**src/design/pmwc_defines.svh**
```systemverilog
// Register offsets, field positions, reset values and counts of the power mode controller.
`ifndef PMWC_DEFINES_SVH
`define PMWC_DEFINES_SVH

`define PMWC_ADDR_W 8
`define PMWC_DATA_W 8
`define PMWC_P0_W 8
`define PMWC_P1_W 8

`define PMWC_P1_WAKE_EN_OFS 8'hc0
`define PMWC_MODE_CTRL_OFS 8'hca
`define PMWC_STATUS_OFS 8'hcb

`define PMWC_HOS_BIT 1
`define PMWC_CMS_BIT 2
`define PMWC_CPUM_LSB 3
`define PMWC_CPUM_MSB 4
`define PMWC_STAT_CAUSE_LSB 5
`define PMWC_STAT_CAUSE_MSB 7

`define PMWC_P1_WAKE_EN_RST 8'h00
`define PMWC_CPUM_RST 2'b00
`define PMWC_CMS_RST 1'b0
`define PMWC_HOS_RST 1'b0

`define PMWC_CPUM_NORMAL 2'b00
`define PMWC_CPUM_SLEEP 2'b01
`define PMWC_CPUM_GREEN 2'b10
`define PMWC_CPUM_RSVD 2'b11

`define PMWC_STAB_CNT_W 12
`define PMWC_STAB_CYCLES 12'h800
`define PMWC_SLOW_DIV_W 2
`define PMWC_SLOW_DIV_LAST 2'h3

`endif

```
**src/design/pmwc_pkg.sv**
```systemverilog
// Types shared by the power mode controller modules.
package pmwc_pkg;

    typedef enum logic [4:0] {
        PMWC_ST_NORMAL = 5'b00001,
        PMWC_ST_SLOW = 5'b00010,
        PMWC_ST_GREEN = 5'b00100,
        PMWC_ST_SLEEP = 5'b01000,
        PMWC_ST_WAKE = 5'b10000
    } pmwc_state_e;

    typedef logic [1:0] pmwc_cpum_t;

    typedef logic [2:0] pmwc_cause_t;

endpackage

```
**src/design/pmwc_level_watch.sv**
```systemverilog
// Port level change detector with a reference frozen while the core is stopped.
`timescale 1ns/10ps
`include "pmwc_defines.svh"

module pmwc_level_watch
#(
    parameter int W = 8
)
(
    input wire logic clk_i,
    input wire logic rst_i,
    input wire logic [W-1:0] pins_i,
    input wire logic arm_i,
    output logic [W-1:0] change_o
);

    logic [W-1:0] ref_r;
    logic [W-1:0] ref_nxt;

    // The reference follows the pins while armed and holds once the core stops.
    always_comb
    begin
        ref_nxt = arm_i ? pins_i : ref_r;
    end

    always_ff @(posedge clk_i)
    begin
        if (rst_i)
            ref_r <= '0;
        else
            ref_r <= ref_nxt;
    end

    assign change_o = arm_i ? '0 : (pins_i ^ ref_r);

endmodule

```
**src/design/pmwc_stab_counter.sv**
```systemverilog
// Oscillator stabilisation counter for the wakeup from sleep.
`timescale 1ns/10ps
`include "pmwc_defines.svh"

module pmwc_stab_counter
(
    input wire logic clk_i,
    input wire logic rst_i,
    input wire logic clear_i,
    input wire logic count_i,
    output logic done_o
);

    logic [`PMWC_STAB_CNT_W-1:0] cnt_r;
    logic [`PMWC_STAB_CNT_W-1:0] cnt_nxt;
    logic at_last;

    assign at_last = (cnt_r == (`PMWC_STAB_CYCLES - 12'h001));

    always_comb
    begin
        cnt_nxt = cnt_r;
        if (clear_i)
            cnt_nxt = '0;
        else if (count_i && !at_last)
            cnt_nxt = cnt_r + 12'h001;
    end

    always_ff @(posedge clk_i)
    begin
        if (rst_i)
            cnt_r <= '0;
        else
            cnt_r <= cnt_nxt;
    end

    // Done on the last of the counted oscillator cycles.
    assign done_o = at_last && count_i && !clear_i;

endmodule

```
**src/design/pmwc_top.sv**
```systemverilog
// Operating mode and wakeup controller: normal, slow, green and sleep modes.
//
// Behaviour
// - Writing cpu mode 01 in normal or slow mode enters sleep.
// - Setting clock mode select switches the system clock to low RC, slow mode.
// - Clearing clock mode select returns to normal if the high oscillator stop bit is clear.
// - In slow mode the high oscillator stop bit halts the high oscillator only.
// - Sleep and green stop instruction execution until a wakeup trigger.
// - Wakeup triggers are port 0 and port 1 level changes and timer A overflow.
// - Sleep wakes only on an enabled pin change or reset, always into normal.
// - Green wakes on port change or timer A overflow into the mode it left.
// - With timer A wakeup disabled, green wakes only by enabled pin or reset.
// - The high clock oscillator is stopped in sleep mode.
// - After a sleep wakeup wait oscillator start-up plus 2048 high clocks.
// - Wakeup from green has no stabilisation wait.
// - Port 0 always wakes; each port 1 pin wakes only if its enable is set.
// - Port 1 wake enable bits 7 to 0 are write-only and reset to zero.
// - Green with timer wakeup returns on enabled pin or timer A overflow.
// - Cpu mode field: 00 normal, 01 sleep, 10 green, 11 reserved; resets 00.
// - In slow mode one instruction cycle takes four low RC clocks.
// - High oscillator stop: 0 runs, 1 stops it, low RC keeps running; resets 0. Here 1 stops it only in slow and green modes.
`timescale 1ns/10ps
`include "pmwc_defines.svh"

module pmwc_top
    import pmwc_pkg::*;
(
    input wire logic clk_i,
    input wire logic rst_i,
    input wire logic [`PMWC_ADDR_W-1:0] reg_addr_i,
    input wire logic [`PMWC_DATA_W-1:0] reg_wdata_i,
    input wire logic reg_wr_i,
    input wire logic reg_rd_i,
    output logic [`PMWC_DATA_W-1:0] reg_rdata_o,
    input wire logic [`PMWC_P0_W-1:0] port0_pins_i,
    input wire logic [`PMWC_P1_W-1:0] port1_pins_i,
    input wire logic timer_a_enable_i,
    input wire logic timer_a_overflow_i,
    input wire logic timer_b_enable_i,
    input wire logic high_osc_ready_i,
    output logic external_high_osc_run_o,
    output logic internal_low_rc_run_o,
    output logic sys_clk_low_sel_o,
    output logic cpu_run_o,
    output logic cpu_tick_o,
    output logic timer_a_active_o,
    output logic timer_b_active_o,
    output logic timer_a_int_gate_o,
    output logic other_int_gate_o,
    output logic ext_int_gate_o,
    output logic wake_pulse_o
);

    pmwc_state_e state_r;
    pmwc_state_e state_nxt;
    pmwc_cpum_t cpu_mode_field_r;
    pmwc_cpum_t cpu_mode_field_nxt;
    logic clock_mode_select_r;
    logic clock_mode_select_nxt;
    logic high_osc_stop_r;
    logic high_osc_stop_nxt;
    logic prev_slow_r;
    logic prev_slow_nxt;
    pmwc_cause_t cause_r;
    pmwc_cause_t cause_nxt;
    logic wake_pulse_r;
    logic wake_pulse_nxt;

    logic [`PMWC_P1_W-1:0] port1_wake_enable_r;
    logic [`PMWC_P1_W-1:0] port1_wake_enable_nxt;
    logic [`PMWC_DATA_W-1:0] rdata_r;
    logic [`PMWC_DATA_W-1:0] rdata_nxt;

    logic [`PMWC_SLOW_DIV_W-1:0] slow_div_r;
    logic [`PMWC_SLOW_DIV_W-1:0] slow_div_nxt;

    logic running;
    logic stopped;
    logic wr_mode;
    logic wr_p1en;
    pmwc_cpum_t wr_cpum;
    logic [`PMWC_P0_W-1:0] p0_change;
    logic [`PMWC_P1_W-1:0] p1_change;
    logic p0_wake;
    logic p1_wake;
    logic timer_wake;
    logic pin_wake;
    logic stab_clear;
    logic stab_count;
    logic stab_done;

    assign running = (state_r == PMWC_ST_NORMAL) || (state_r == PMWC_ST_SLOW);
    assign stopped = (state_r == PMWC_ST_SLEEP) || (state_r == PMWC_ST_WAKE);
    assign wr_mode = reg_wr_i && (reg_addr_i == `PMWC_MODE_CTRL_OFS);
    assign wr_p1en = reg_wr_i && (reg_addr_i == `PMWC_P1_WAKE_EN_OFS);
    assign wr_cpum = reg_wdata_i[`PMWC_CPUM_MSB:`PMWC_CPUM_LSB];

    // Pin references are taken while instructions execute and frozen in green and sleep.
    pmwc_level_watch #(
        .W(`PMWC_P0_W)
    ) u_port0_watch (
        .clk_i(clk_i),
        .rst_i(rst_i),
        .pins_i(port0_pins_i),
        .arm_i(running),
        .change_o(p0_change)
    );

    pmwc_level_watch #(
        .W(`PMWC_P1_W)
    ) u_port1_watch (
        .clk_i(clk_i),
        .rst_i(rst_i),
        .pins_i(port1_pins_i),
        .arm_i(running),
        .change_o(p1_change)
    );

    assign p0_wake = |p0_change;
    assign p1_wake = |(p1_change & port1_wake_enable_r);
    assign pin_wake = p0_wake || p1_wake;
    assign timer_wake = timer_a_enable_i && timer_a_overflow_i;

    // The wait starts only once the restarted oscillator reports itself up.
    assign stab_clear = (state_r != PMWC_ST_WAKE);
    assign stab_count = (state_r == PMWC_ST_WAKE) && high_osc_ready_i;

    pmwc_stab_counter u_stab (
        .clk_i(clk_i),
        .rst_i(rst_i),
        .clear_i(stab_clear),
        .count_i(stab_count),
        .done_o(stab_done)
    );

    // Mode sequencing.
    always_comb
    begin
        state_nxt = state_r;
        cpu_mode_field_nxt = cpu_mode_field_r;
        clock_mode_select_nxt = clock_mode_select_r;
        high_osc_stop_nxt = high_osc_stop_r;
        prev_slow_nxt = prev_slow_r;
        cause_nxt = cause_r;
        wake_pulse_nxt = 1'b0;

        // Writes reach the mode register only while the core executes; the reserved code is dropped.
        if (wr_mode && running)
        begin
            clock_mode_select_nxt = reg_wdata_i[`PMWC_CMS_BIT];
            high_osc_stop_nxt = reg_wdata_i[`PMWC_HOS_BIT];
            if (wr_cpum != `PMWC_CPUM_RSVD)
                cpu_mode_field_nxt = wr_cpum;
        end

        case (state_r)
            PMWC_ST_NORMAL:
            begin
                if (cpu_mode_field_nxt == `PMWC_CPUM_SLEEP)
                    state_nxt = PMWC_ST_SLEEP;
                else if (cpu_mode_field_nxt == `PMWC_CPUM_GREEN)
                begin
                    state_nxt = PMWC_ST_GREEN;
                    prev_slow_nxt = 1'b0;
                end
                else if (clock_mode_select_nxt)
                    state_nxt = PMWC_ST_SLOW;
            end
            PMWC_ST_SLOW:
            begin
                if (cpu_mode_field_nxt == `PMWC_CPUM_SLEEP)
                    state_nxt = PMWC_ST_SLEEP;
                else if (cpu_mode_field_nxt == `PMWC_CPUM_GREEN)
                begin
                    state_nxt = PMWC_ST_GREEN;
                    prev_slow_nxt = 1'b1;
                end
                else if (!clock_mode_select_nxt && !high_osc_stop_nxt)
                    state_nxt = PMWC_ST_NORMAL;
            end
            PMWC_ST_GREEN:
            begin
                if (pin_wake || timer_wake)
                begin
                    state_nxt = prev_slow_r ? PMWC_ST_SLOW : PMWC_ST_NORMAL;
                    cpu_mode_field_nxt = `PMWC_CPUM_NORMAL;
                    cause_nxt = {timer_wake, p1_wake, p0_wake};
                    wake_pulse_nxt = 1'b1;
                end
            end
            PMWC_ST_SLEEP:
            begin
                if (pin_wake)
                begin
                    state_nxt = PMWC_ST_WAKE;
                    cpu_mode_field_nxt = `PMWC_CPUM_NORMAL;
                    clock_mode_select_nxt = 1'b0;
                    high_osc_stop_nxt = 1'b0;
                    cause_nxt = {1'b0, p1_wake, p0_wake};
                end
            end
            PMWC_ST_WAKE:
            begin
                if (stab_done)
                begin
                    state_nxt = PMWC_ST_NORMAL;
                    wake_pulse_nxt = 1'b1;
                end
            end
            default:
            begin
                state_nxt = PMWC_ST_NORMAL;
            end
        endcase
    end

    always_ff @(posedge clk_i)
    begin
        if (rst_i)
        begin
            state_r <= PMWC_ST_NORMAL;
            cpu_mode_field_r <= `PMWC_CPUM_RST;
            clock_mode_select_r <= `PMWC_CMS_RST;
            high_osc_stop_r <= `PMWC_HOS_RST;
            prev_slow_r <= 1'b0;
            cause_r <= '0;
            wake_pulse_r <= 1'b0;
        end
        else
        begin
            state_r <= state_nxt;
            cpu_mode_field_r <= cpu_mode_field_nxt;
            clock_mode_select_r <= clock_mode_select_nxt;
            high_osc_stop_r <= high_osc_stop_nxt;
            prev_slow_r <= prev_slow_nxt;
            cause_r <= cause_nxt;
            wake_pulse_r <= wake_pulse_nxt;
        end
    end

    // Slow mode instruction divider; the normal mode divider is a clock option outside.
    always_comb
    begin
        slow_div_nxt = '0;
        if (state_r == PMWC_ST_SLOW)
            slow_div_nxt = slow_div_r + 2'h1;
    end

    always_ff @(posedge clk_i)
    begin
        if (rst_i)
            slow_div_r <= '0;
        else
            slow_div_r <= slow_div_nxt;
    end

    // Register file: port 1 wake enables and the read path.
    always_comb
    begin
        port1_wake_enable_nxt = port1_wake_enable_r;
        if (wr_p1en)
            port1_wake_enable_nxt = reg_wdata_i;

        rdata_nxt = '0;
        if (reg_rd_i)
        begin
            case (reg_addr_i)
                `PMWC_MODE_CTRL_OFS:
                begin
                    rdata_nxt[`PMWC_CPUM_MSB:`PMWC_CPUM_LSB] = cpu_mode_field_r;
                    rdata_nxt[`PMWC_CMS_BIT] = clock_mode_select_r;
                    rdata_nxt[`PMWC_HOS_BIT] = high_osc_stop_r;
                end
                `PMWC_STATUS_OFS:
                begin
                    rdata_nxt[`PMWC_STAT_CAUSE_LSB-1:0] = state_r;
                    rdata_nxt[`PMWC_STAT_CAUSE_MSB:`PMWC_STAT_CAUSE_LSB] = cause_r;
                end
                default:
                begin
                    // Write-only and unmapped addresses read as zero.
                    rdata_nxt = '0;
                end
            endcase
        end
    end

    always_ff @(posedge clk_i)
    begin
        if (rst_i)
        begin
            port1_wake_enable_r <= `PMWC_P1_WAKE_EN_RST;
            rdata_r <= '0;
        end
        else
        begin
            port1_wake_enable_r <= port1_wake_enable_nxt;
            rdata_r <= rdata_nxt;
        end
    end

    assign reg_rdata_o = rdata_r;
    assign wake_pulse_o = wake_pulse_r;

    // Oscillator control: the stop bit acts only in slow and green modes.
    assign external_high_osc_run_o = (state_r == PMWC_ST_NORMAL) || (state_r == PMWC_ST_WAKE) ||
        (((state_r == PMWC_ST_SLOW) || (state_r == PMWC_ST_GREEN)) && !high_osc_stop_r);
    assign internal_low_rc_run_o = (state_r != PMWC_ST_SLEEP);
    assign sys_clk_low_sel_o = (state_r == PMWC_ST_SLOW) ||
        ((state_r == PMWC_ST_GREEN) && prev_slow_r);

    // Execution and instruction rate.
    assign cpu_run_o = running;
    assign cpu_tick_o = (state_r == PMWC_ST_NORMAL) ||
        ((state_r == PMWC_ST_SLOW) && (slow_div_r == `PMWC_SLOW_DIV_LAST));

    // Timer and interrupt gating per mode.
    assign timer_a_active_o = timer_a_enable_i && !stopped;
    assign timer_b_active_o = timer_b_enable_i && running;
    assign timer_a_int_gate_o = !stopped;
    assign other_int_gate_o = running;
    assign ext_int_gate_o = !stopped;

endmodule

```
**config.mk**
```make
export PLATFORM = sky130hd
export DESIGN_NAME = pmwc_top
export DESIGN_NICKNAME = d
export VERILOG_FILES = /design/src/design/pmwc_pkg.sv /design/src/design/pmwc_level_watch.sv /design/src/design/pmwc_stab_counter.sv /design/src/design/pmwc_top.sv
export VERILOG_INCLUDE_DIRS = /design/src /design/src/design
export SDC_FILE = /design/constraint.sdc
export NUM_CORES = 1
export LEC_CHECK = 0
export BUFFER_PORTS_ARGS = -buffer_cell sky130_fd_sc_hd__buf_4
export CAP_MARGIN = 20
export CORE_MARGIN = 2
export CORE_UTILIZATION = 50
export CTS_CLUSTER_SIZE = 10
export DETAILED_ROUTE_END_ITERATION = 8
export GPL_TIMING_DRIVEN = 0
export PLACE_DENSITY = 0.74
export SKIP_CTS_REPAIR_TIMING = 1
export SLEW_MARGIN = 0
export SYNTH_ARGS = -nofsm -noshare
export SYNTH_HDL_FRONTEND = slang
export SYNTH_SLANG_ARGS = --single-unit
```
**constraint.sdc**
```tcl
create_clock -name clk_i -period 4.1 [get_ports clk_i]
set_input_delay 0.205 -clock clk_i [delete_from_list [all_inputs] [get_ports clk_i]]
set_output_delay 0.205 -clock clk_i [all_outputs]
set_load 0.005 [all_outputs]
```
==> parameters.txt, run 1 <==
Parameter                              Value

Clock tree
  CTS Buf Count ... 9
  H-tree depth ... 3
  Clock-pin slew on the worst setup and hold paths ... ~0.06 ns
  Clock tree from TritonCTS ... done
  Clock sinks ... 60
  Clk buf depth ... 2
  CTS root buffer ... sky130_fd_sc_hd__clkbuf_8
  Insertion delay to the later sink of the worst-skew pair ... between 0.3 and 0.4 ns

Setup path
  Worst path top cell family by delay ... simple AND/OR/NAND/NOR gates
  Data arrival time of the critical path ... between 3 and 4 ns
  Cell with the largest stage delay on the worst path ... sky130_fd_sc_hd__or4_4
  Slowest stage delay, CP ... between 0.5 and 0.6 ns
  Path type of the worst setup path ... reg -> reg
  Kind of launch point of the worst setup path ... flop
  Flop-to-flop setup slack ... approximately 0.85 ns
  Maximum fanout count along the critical path ... 9
  Crit end category ... flop
  Worst path required time ... roughly 4.3 ns
  Critical path buffers and inverters ... 3
  Sequence of cells on the critical path ... buf_2 > or4_4 > clkinv_2 > nand4_4 > o22ai_1 > inv_1 > ha_1 > nand2_1 > or2_2 > o311a_1 > o211a_1 > mux2i_1

Floorplanning
  Number of placed I/O pins ... ~60
  Chip width ... 79.7 um
  Die Span Y ... about 80 um
  Core Area ... between 0.005 and 0.006 mm^2
  Placement row count ... 27
  Initial cell density of the core ... between 50% and 60%
  Die Footprint ... roughly 0.0063 mm^2

Global route
  Global-route wire length before repair ... around 11,000 um
  Number of antenna violations at the first check in global routing ... 0
  Number of global-route vias before repair ... about 2,500
  GRT Util Overall ... a little over a fifth
  Congestion Overflow GR ... 0
  Pin count of the biggest net entering global routing ... 12

Final layout
  Area of combinational cells with multiple inputs ... between 0.0015 and 0.002 mm^2
  Total of fill cells in the finished design ... ~500
  Final Instance Area ... 0.00353 mm^2
  Area overhead of the layout relative to synthesis ... 23.3%
  Area of all sequential standard cells ... approximately 0.0012 mm^2
  Ant diodes ... 0
  Fraction of layout instances using a drive strength above 1 ... between 20% and 30%
  Final cell utilization of the core ... 64.1%
  Number of nets in the final layout ... approximately 450

Synthesis
  Synth Area in Simple Gates ... a little over a quarter
  Net count after synthesis ... 380
  Dominant combinational cell family by area after synthesis ... simple AND/OR/NAND/NOR gates
  Compound-gate portion of the synthesized area ... between 10% and 20%
  Number of enable flip-flop cells after synthesis ... 0
  Count of different cell masters after synthesis ... 48
  Number of synthesis warnings ... 0
  Seq/Total Area, Yosys ... a little over two fifths
  Predominant post-synthesis flop cell ... sky130_fd_sc_hd__dfxtp_1
  Fraction of registers with async set/reset ... 0%
  Synthesis-stage register bit count ... 60
  Cell count after synthesis ... roughly 340
  Mux share of post-synthesis cell area ... approximately 5.9%
  Post-synthesis cell area ... around 0.0029 mm^2
  Synthesized area per cell ... approximately 8.5 um^2
  Share of synthesized cell area in full adder, half adder and majority cells ... between 2 and 2.5%
  Synthesized-area fraction occupied by xor and xnor cells ... under 10%

Timing
  Count of pins over their slew limit ... 0
  Endpoints failing hold ... 0
  Setup repair after global routing missed its margin ... false
  Portion of the clock cycle consumed by the worst path in the final layout ... slightly below 80%
  Final critical path time including I/O delays and setup ... approximately 3.2 ns
  Highest attainable clock frequency ... a little over 300 MHz
  Final setup fails ... 0
  Worst Tran Pin Value ... 0.779 ns
  Final setup TNS ... 0 ns
  Slew headroom ... between 40% and 50%
  Final-layout worst hold slack ... between 0.1 and 0.15 ns
  Final worst clock skew ... around 0.0073 ns

Placed design
  Instance area after placement ... approximately 0.0034 mm^2
  GPL Wtd Cong ... 0.957
  Sum of net half-perimeters after detailed placement ... between 4000 and 5000 um
  Buffers added on ports ... 56

Power and ir drop
  Pwr dens ... between 400 and 500 mW/mm^2
  Maximum ir drop on the vdd rail ... around 240 uV
  Total power draw ... ~0.0016 W
  Leak pwr ... between 1.5 and 2 nW

Run
  Max cap viols ... 0

Routing
  Wire length reported by the detailed router ... 6610 um
  Pre-Repair DR Iteration Count ... 4
  DRT antenna net count ... 0
  First-iteration detailed-routing DRC count ... about 160
  Routed length per instance ... about 14 um
  Post-detailed-route DRC marker count ... 0
  Average vias per placed instance ... between 5 and 6
  DR vias ... 2,585

Outcome
  Run status ... complete, no violations

Worst hold path
  Class of the most critical hold timing path ... in -> reg
[flip-flops by register name (all words and copies together) (netlist names)]
name                 count
state_r                  5
port1_wake_enable_r      8
high_osc_stop_r          1
prev_slow_r              1
reg_rdata_o              8
slow_div_r               2
u_port0_watch.ref_r      8
u_port1_watch.ref_r      8
wake_pulse_o             1
cause_r                  3
u_stab.cnt_r            12
clock_mode_select_r      1
cpu_mode_field_r         2
[per-layer routing]
layer	up-vias	share of wire (%)	GRT usage (%)	routed length (um)
met1	1187	45	27.6	2940
li1	1293	-	-	-
met2	89	46	35.2	3050
met5	-	0	0	0
met3	16	6.9	4.41	458
met4	0	2.4	11.2	159
[cell usage after synthesis, drive strengths merged, types with 2 or more instances]
| library cell | n | area share, % |
|---|---|---|
| mux2i | 17 | 5.9 |
| buf | 7 | 1.5 |
| inv | 4 | 0.52 |
| nand4 | 8 | 2.3 |
| o22ai | 2 | 0.44 |
| and2 | 3 | 0.66 |
| nand4b | 2 | 0.61 |
| dfxtp | 60 | 42 |
| and4 | 2 | 0.61 |
| and3 | 11 | 2.4 |
| nand2 | 47 | 6.2 |
| a22oi | 4 | 1.0 |
| o211a | 2 | 0.70 |
| a21oi | 23 | 4.0 |
| clkbuf | 11 | 1.4 |
| o31ai | 3 | 0.79 |
| xnor2 | 3 | 0.92 |
| nor3 | 9 | 1.6 |
| nand2b | 3 | 0.66 |
| nand3b | 3 | 0.79 |
| nor4 | 2 | 0.44 |
| ha | 5 | 2.2 |
| a31oi | 2 | 0.44 |
| or2 | 3 | 0.66 |
| nand3 | 9 | 1.6 |
| o21ai | 5 | 0.87 |
| nor3b | 3 | 0.79 |
| or4 | 2 | 0.66 |
| xor2 | 25 | 7.7 |
| nor2 | 41 | 5.4 |
[per-stage QoR]
step / instances / worst slack (ns)
floorplan: 335 / 1.22
detailed placement: 463 / 0.933
finish: 477 / 0.850
global placement: 463 / 0.957
CTS: 477 / 0.877
global route: 477 / 0.722
[tightest hold or removal path, cell delays in order]
cell and delay (ns):
sky130_fd_sc_hd__buf_4 0.08, sky130_fd_sc_hd__mux2i_1 0.05, sky130_fd_sc_hd__nor2_1 0.08
[layout make-up]
cell class | instances | share of cell area (%)
clock inverter | 3 | 0.426
timing repair buffer | 56 | 11.9
buffer | 18 | 2.41
inverter | 5 | 0.567
sequential | 60 | 34.0
clock buffer | 11 | 4.01
multi-input combinational | 252 | 44.1
tap | 72 | 2.55
[worst paths after layout]
check / startpoint / endpoint / cells after the start
setup / recovery: state_r[4] / state_r[0] / 12
hold / removal: reg_wdata_i[0] / port1_wake_enable_r[0] / 3
setup reg to reg: state_r[4] / state_r[0] / 12
hold reg to reg: slow_div_r[0] / slow_div_r[0] / 1
[where the power goes]
group / internal (W) / switching (W) / total [W]
Combinational: 0.000194 / 0.000255 / 0.000449
Sequential: 0.000635 / 0.0000307 / 0.000665
Clock: 0.000226 / 0.000213 / 0.000439
[cells by family after synthesis]
family,count (synthesis)
XOR/XNOR,28
AND/OR/NAND/NOR,151
flip-flops,60
adder cells (fa/ha/maj),5
AO/OA/AOI/OAI,51
buffers and inverters,23
multiplexers,17
[cell usage in the layout (no fill, tap or decap), types with 5 or more instances in the layout]
cell	count
sky130_fd_sc_hd__nor3_1	9
sky130_fd_sc_hd__nand3_1	9
sky130_fd_sc_hd__nand2_1	47
sky130_fd_sc_hd__clkbuf_8	10
sky130_fd_sc_hd__clkbuf_1	12
sky130_fd_sc_hd__buf_4	60
sky130_fd_sc_hd__mux2i_1	17
sky130_fd_sc_hd__o21ai_0	5
sky130_fd_sc_hd__ha_1	5
sky130_fd_sc_hd__dfxtp_1	60
sky130_fd_sc_hd__and3_1	11
sky130_fd_sc_hd__xor2_1	25
sky130_fd_sc_hd__nor2_1	41
sky130_fd_sc_hd__a21oi_1	23
sky130_fd_sc_hd__nand4_1	7
Power figures use the tool's default switching activity.
==> inputs of run 2 (changes only) <==
--- a/config.mk
+++ b/config.mk
@@ -6,6 +6,7 @@
 export SDC_FILE = /design/constraint.sdc
 export NUM_CORES = 1
 export LEC_CHECK = 0
+export ABC_AREA = 1
 export BUFFER_PORTS_ARGS = -buffer_cell sky130_fd_sc_hd__buf_4
 export CAP_MARGIN = 20
 export CORE_MARGIN = 2
@@ -13,7 +14,7 @@
 export CTS_CLUSTER_SIZE = 10
 export DETAILED_ROUTE_END_ITERATION = 8
 export GPL_TIMING_DRIVEN = 0
-export PLACE_DENSITY = 0.74
+export PLACE_DENSITY = 0.73
 export SKIP_CTS_REPAIR_TIMING = 1
 export SLEW_MARGIN = 0
 export SYNTH_ARGS = -nofsm -noshare
==> constraint.sdc (replaced) <==
create_clock -name clk_i -period 3.3 [get_ports clk_i]
set_input_delay 0.165 -clock clk_i [delete_from_list [all_inputs] [get_ports clk_i]]
set_output_delay 0.165 -clock clk_i [all_outputs]
set_load 0.005 [all_outputs]
==> run 2 against run 1 <==
  * Worst hold slack worse by 0.064 ns
  * Clock power is 99% higher
  * Clock skew is 0.0032 ns higher
  * Total power is 76% higher
  * Fmax is 26% higher
  * Largest cell class unchanged
==> parameters.txt, run 2 <==
Parameter                              Value

Floorplanning
  Die Footprint ... 0.00668 mm^2 (+5.2%)
  Core Area ... 0.00589 mm^2 (+6.9%)
  Placement row count ... 28 (+3.7%)
  Number of placed I/O pins ... 59 (unchanged)
  Die Span Y ... 81.7 um (+2.6%)
  Chip width ... 81.7 um (+2.6%)
  Initial cell density of the core ... 51.3% (-0.67 points)

Clock tree
  H-tree depth ... 3 (unchanged)
  Insertion delay to the later sink of the worst-skew pair ... 0.34 ns (about the same)
  CTS root buffer ... sky130_fd_sc_hd__clkbuf_8
  Clock sinks ... 60 (unchanged)
  CTS Buf Count ... 9 (unchanged)
  Clock-pin slew on the worst setup and hold paths ... 0.07 ns (about the same)
  Clock tree from TritonCTS ... done
  Clk buf depth ... 2 (unchanged)

Setup path
  Worst path required time ... 3.54 ns (-0.76 ns)
  Flop-to-flop setup slack ... 0.72 ns (-0.13 ns)
  Crit end category ... flop
  Depth of the worst register-to-register path ... 16 (+4)
  Path type of the worst setup path ... reg -> reg
  Data arrival time of the critical path ... 2.83 ns (-0.62 ns)
  Maximum fanout count along the critical path ... 10 (+1)
  Kind of launch point of the worst setup path ... flop

Final layout
  Most flops, register ... u_stab.cnt_r
  Area of combinational cells with multiple inputs ... 0.00142 mm^2 (-8.8%)
  Commonest non-fill, non-tap cell in the layout ... sky130_fd_sc_hd__nand2_1
  Final Instance Area ... 0.00381 mm^2 (+8.0%)
  Final cell utilization of the core ... 64.7% (+0.66 points)
  Number of nets in the final layout ... 566 (+27%)
  Largest register FFs ... 12 (unchanged)
  Area of all sequential standard cells ... 0.00120 mm^2 (unchanged)
  Most frequent cells in the layout ... sky130_fd_sc_hd__nand2_1 (97), sky130_fd_sc_hd__inv_1 (88), sky130_fd_sc_hd__dfxtp_1 (60), sky130_fd_sc_hd__buf_4 (59), sky130_fd_sc_hd__nor2_1 (45)
  Ant diodes ... 0 (unchanged)
  Total of fill cells in the finished design ... 558 (+11%)
  Area overhead of the layout relative to synthesis ... 26.2%
  Fraction of layout instances using a drive strength above 1 ... 18.4% (-1.8 points)

Synthesis
  Synthesis-stage register bit count ... 60 (unchanged)
  Fraction of registers with async set/reset ... 0% (unchanged)
  Biggest area consumer among synthesized cells ... sky130_fd_sc_hd__dfxtp_1
  Area share of the largest cell type after synthesis ... 39.8% (-2.2 points)
  Count of different cell masters after synthesis ... 34 (-29%)
  Top-count cell post-synth ... sky130_fd_sc_hd__nand2_1
  Synthesized area per cell ... 6.66 um^2 (-22%)
  Post-synthesis cell area ... 0.00302 mm^2 (+5.5%)
  Ranking of synthesized cells by instance count ... sky130_fd_sc_hd__nand2_1 (97), sky130_fd_sc_hd__inv_1 (88), sky130_fd_sc_hd__dfxtp_1 (60), sky130_fd_sc_hd__nor2_1 (45), sky130_fd_sc_hd__a21oi_1 (37)
  Seq/Total Area, Yosys ... 39.8% (-2.2 points)
  Net count after synthesis ... 498 (+31%)
  Number of synthesis warnings ... 0 (unchanged)
  Number of enable flip-flop cells after synthesis ... 0 (unchanged)
  Cell count after synthesis ... 453 (+35%)
  Top post-synthesis cells by area ... sky130_fd_sc_hd__dfxtp_1 (40%), sky130_fd_sc_hd__nand2_1 (12%), sky130_fd_sc_hd__inv_1 (11%), sky130_fd_sc_hd__a21oi_1 (6.1%), sky130_fd_sc_hd__nor2_1 (5.6%)
  Predominant post-synthesis flop cell ... sky130_fd_sc_hd__dfxtp_1

Power and ir drop
  Switching share of power ... 34.7% (+2.6 points)
  Register share of total power ... 33.9% (-8.9 points)
  Portion of total power attributed to combinational logic ... 34.1% (+5.2 points)
  Pint ... 0.00178 W (+69%)
  Clock share of power ... 32.0% (+3.8 points)
  Leak pwr ... 1.83 nW (+15%)
  Switching power ... 0.000947 W (+90%)
  Pwr dens ... 717 mW/mm^2 (+63%)
  Maximum ir drop on the vdd rail ... 511 uV (+110%)

Run
  Max cap viols ... 0 (unchanged)

Timing
  Setup repair after global routing missed its margin ... false
  Endpoints failing hold ... 0 (unchanged)
  Highest attainable clock frequency ... 387 MHz (+26%)
  Portion of the clock cycle consumed by the worst path in the final layout ... 78.2% (-1.0 points)
  Count of pins over their slew limit ... 0 (unchanged)
  Final setup fails ... 0 (unchanged)
  Final-layout worst hold slack ... 0.0588 ns (-0.0637 ns)
  Final worst clock skew ... 0.0105 ns (+0.00315 ns)
  Worst-case setup margin in the final layout ... 0.719 ns (-0.132 ns)
  Slew headroom ... 58.7% (+11 points)
  Final setup TNS ... 0 ns (unchanged)
  Worst Tran Pin Value ... 0.615 ns (-0.164 ns)
  Final critical path time including I/O delays and setup ... 2.58 ns (-0.668 ns)

Routing
  First-iteration detailed-routing DRC count ... 125 (-19%)
  DRT antenna net count ... 0 (unchanged)
  Wire length reported by the detailed router ... 6870 um (+3.9%)
  DR vias ... 2,951 (+14%)
  Pre-Repair DR Iteration Count ... 5 (+1)
  Post-detailed-route DRC marker count ... 0 (unchanged)
  Average vias per placed instance ... 4.91 (-9.4%)
  Routed length per instance ... 11.4 um (-18%)

Global route
  Number of antenna violations at the first check in global routing ... 0 (unchanged)
  Congestion Overflow GR ... 0 (unchanged)
  Global-route wire length before repair ... 11,300 um (+5.7%)
  Number of global-route vias before repair ... 2,746 (+12%)
  Pin count of the biggest net entering global routing ... 12 (unchanged)
  GRT Util Overall ... 22.1% (+0.25 points)

Placed design
  Setup slack at placement ... 0.747 ns (-0.186 ns)
  Instance area after placement ... 0.00354 mm^2 (+5.0%)
  GPL Wtd Cong ... 0.939 (-1.9%)
  Buffers added on ports ... 57 (+1.8%)
  Sum of net half-perimeters after detailed placement ... 5240 um (+5.8%)

Outcome
  Run status ... complete, no violations

Worst hold path
  Class of the most critical hold timing path ... in -> reg
  Cells on Worst Hold Path ... 3 (unchanged)
-- run 2: power by group through the flow --
stage | Combinational [W] | Sequential (W) | Clock [W]
global placement | 0.000907 | 0.000931 | 0
floorplan | 0.000635 | 0.000923 | 0
finish | 0.000931 | 0.000925 | 0.000875
global route | 0.00107 | 0.000939 | 0.000911
detailed placement | 0.000924 | 0.000940 | 0
CTS | 0.000932 | 0.000925 | 0.000886
-- run 2: critical path, cell delays in order, from the launching register on --
cell and delay, ns:
sky130_fd_sc_hd__dfxtp_1 0.33, sky130_fd_sc_hd__inv_1 0.11, sky130_fd_sc_hd__nand2_1 0.12, sky130_fd_sc_hd__a21oi_4 0.36, sky130_fd_sc_hd__nand3_4 0.16, sky130_fd_sc_hd__o22ai_1 0.36
sky130_fd_sc_hd__inv_1 0.09, sky130_fd_sc_hd__ha_1 0.28, sky130_fd_sc_hd__inv_1 0.05, sky130_fd_sc_hd__nor2_1 0.13, sky130_fd_sc_hd__nand2_2 0.08, sky130_fd_sc_hd__nand2_2 0.07
sky130_fd_sc_hd__clkinv_1 0.09, sky130_fd_sc_hd__nand4_4 0.09, sky130_fd_sc_hd__nand2_1 0.06, sky130_fd_sc_hd__nand2_1 0.06, sky130_fd_sc_hd__nor2_1 0.03
-- run 2: routing by layer --
layer / up-vias / track usage [%] / wire [um]
met5: - / 0 / 0
met4: 0 / 9.33 / 129
met3: 14 / 5.05 / 352
met2: 69 / 40.0 / 3280
met1: 1313 / 24.8 / 3110
li1: 1555 / - / -
-- run 2: area by class of cell --
class                           count  area share (%)
Buffer                             10            1.22
Clock inverter                      3            2.36
Clock buffer                       13            4.70
Multi-Input combinational cell    289            37.2
Inverter                           94            9.26
Sequential cell                    60            31.5
Timing Repair Buffer               57            11.2
Tap cell                           75            2.46
-- run 2: cells by family (layout without fill, tap and decap cells) --
logic type,after synthesis,count (layout),share of synthesized area (%)
xor gates and xnor gates,2,2,0.580
and+or+nand+nor,197,197,29.0
buffers and inverters,104,177,13.2
DFF,60,60,39.8
adders and majority gates,5,5,2.07
AOI/OAI and AO/OA,85,85,15.4
-- run 2: path summary, 6_finish.rpt --
kind / from / endpoint
worst max-delay path: state_r[1] / state_r[2]
worst min-delay path: reg_wdata_i[6] / port1_wake_enable_r[6]
worst max register to register: state_r[1] / state_r[2]
worst min register to register: cause_r[0] / reg_rdata_o[5]
-- run 2: through the flow --
step	total power [W]	instances
2_1_floorplan	0.00156	453
3_3_place_gp	0.00184	585
3_5_place_dp	0.00186	585
4_1_cts	0.00274	601
5_1_grt	0.00292	601
6_report	0.00273	601
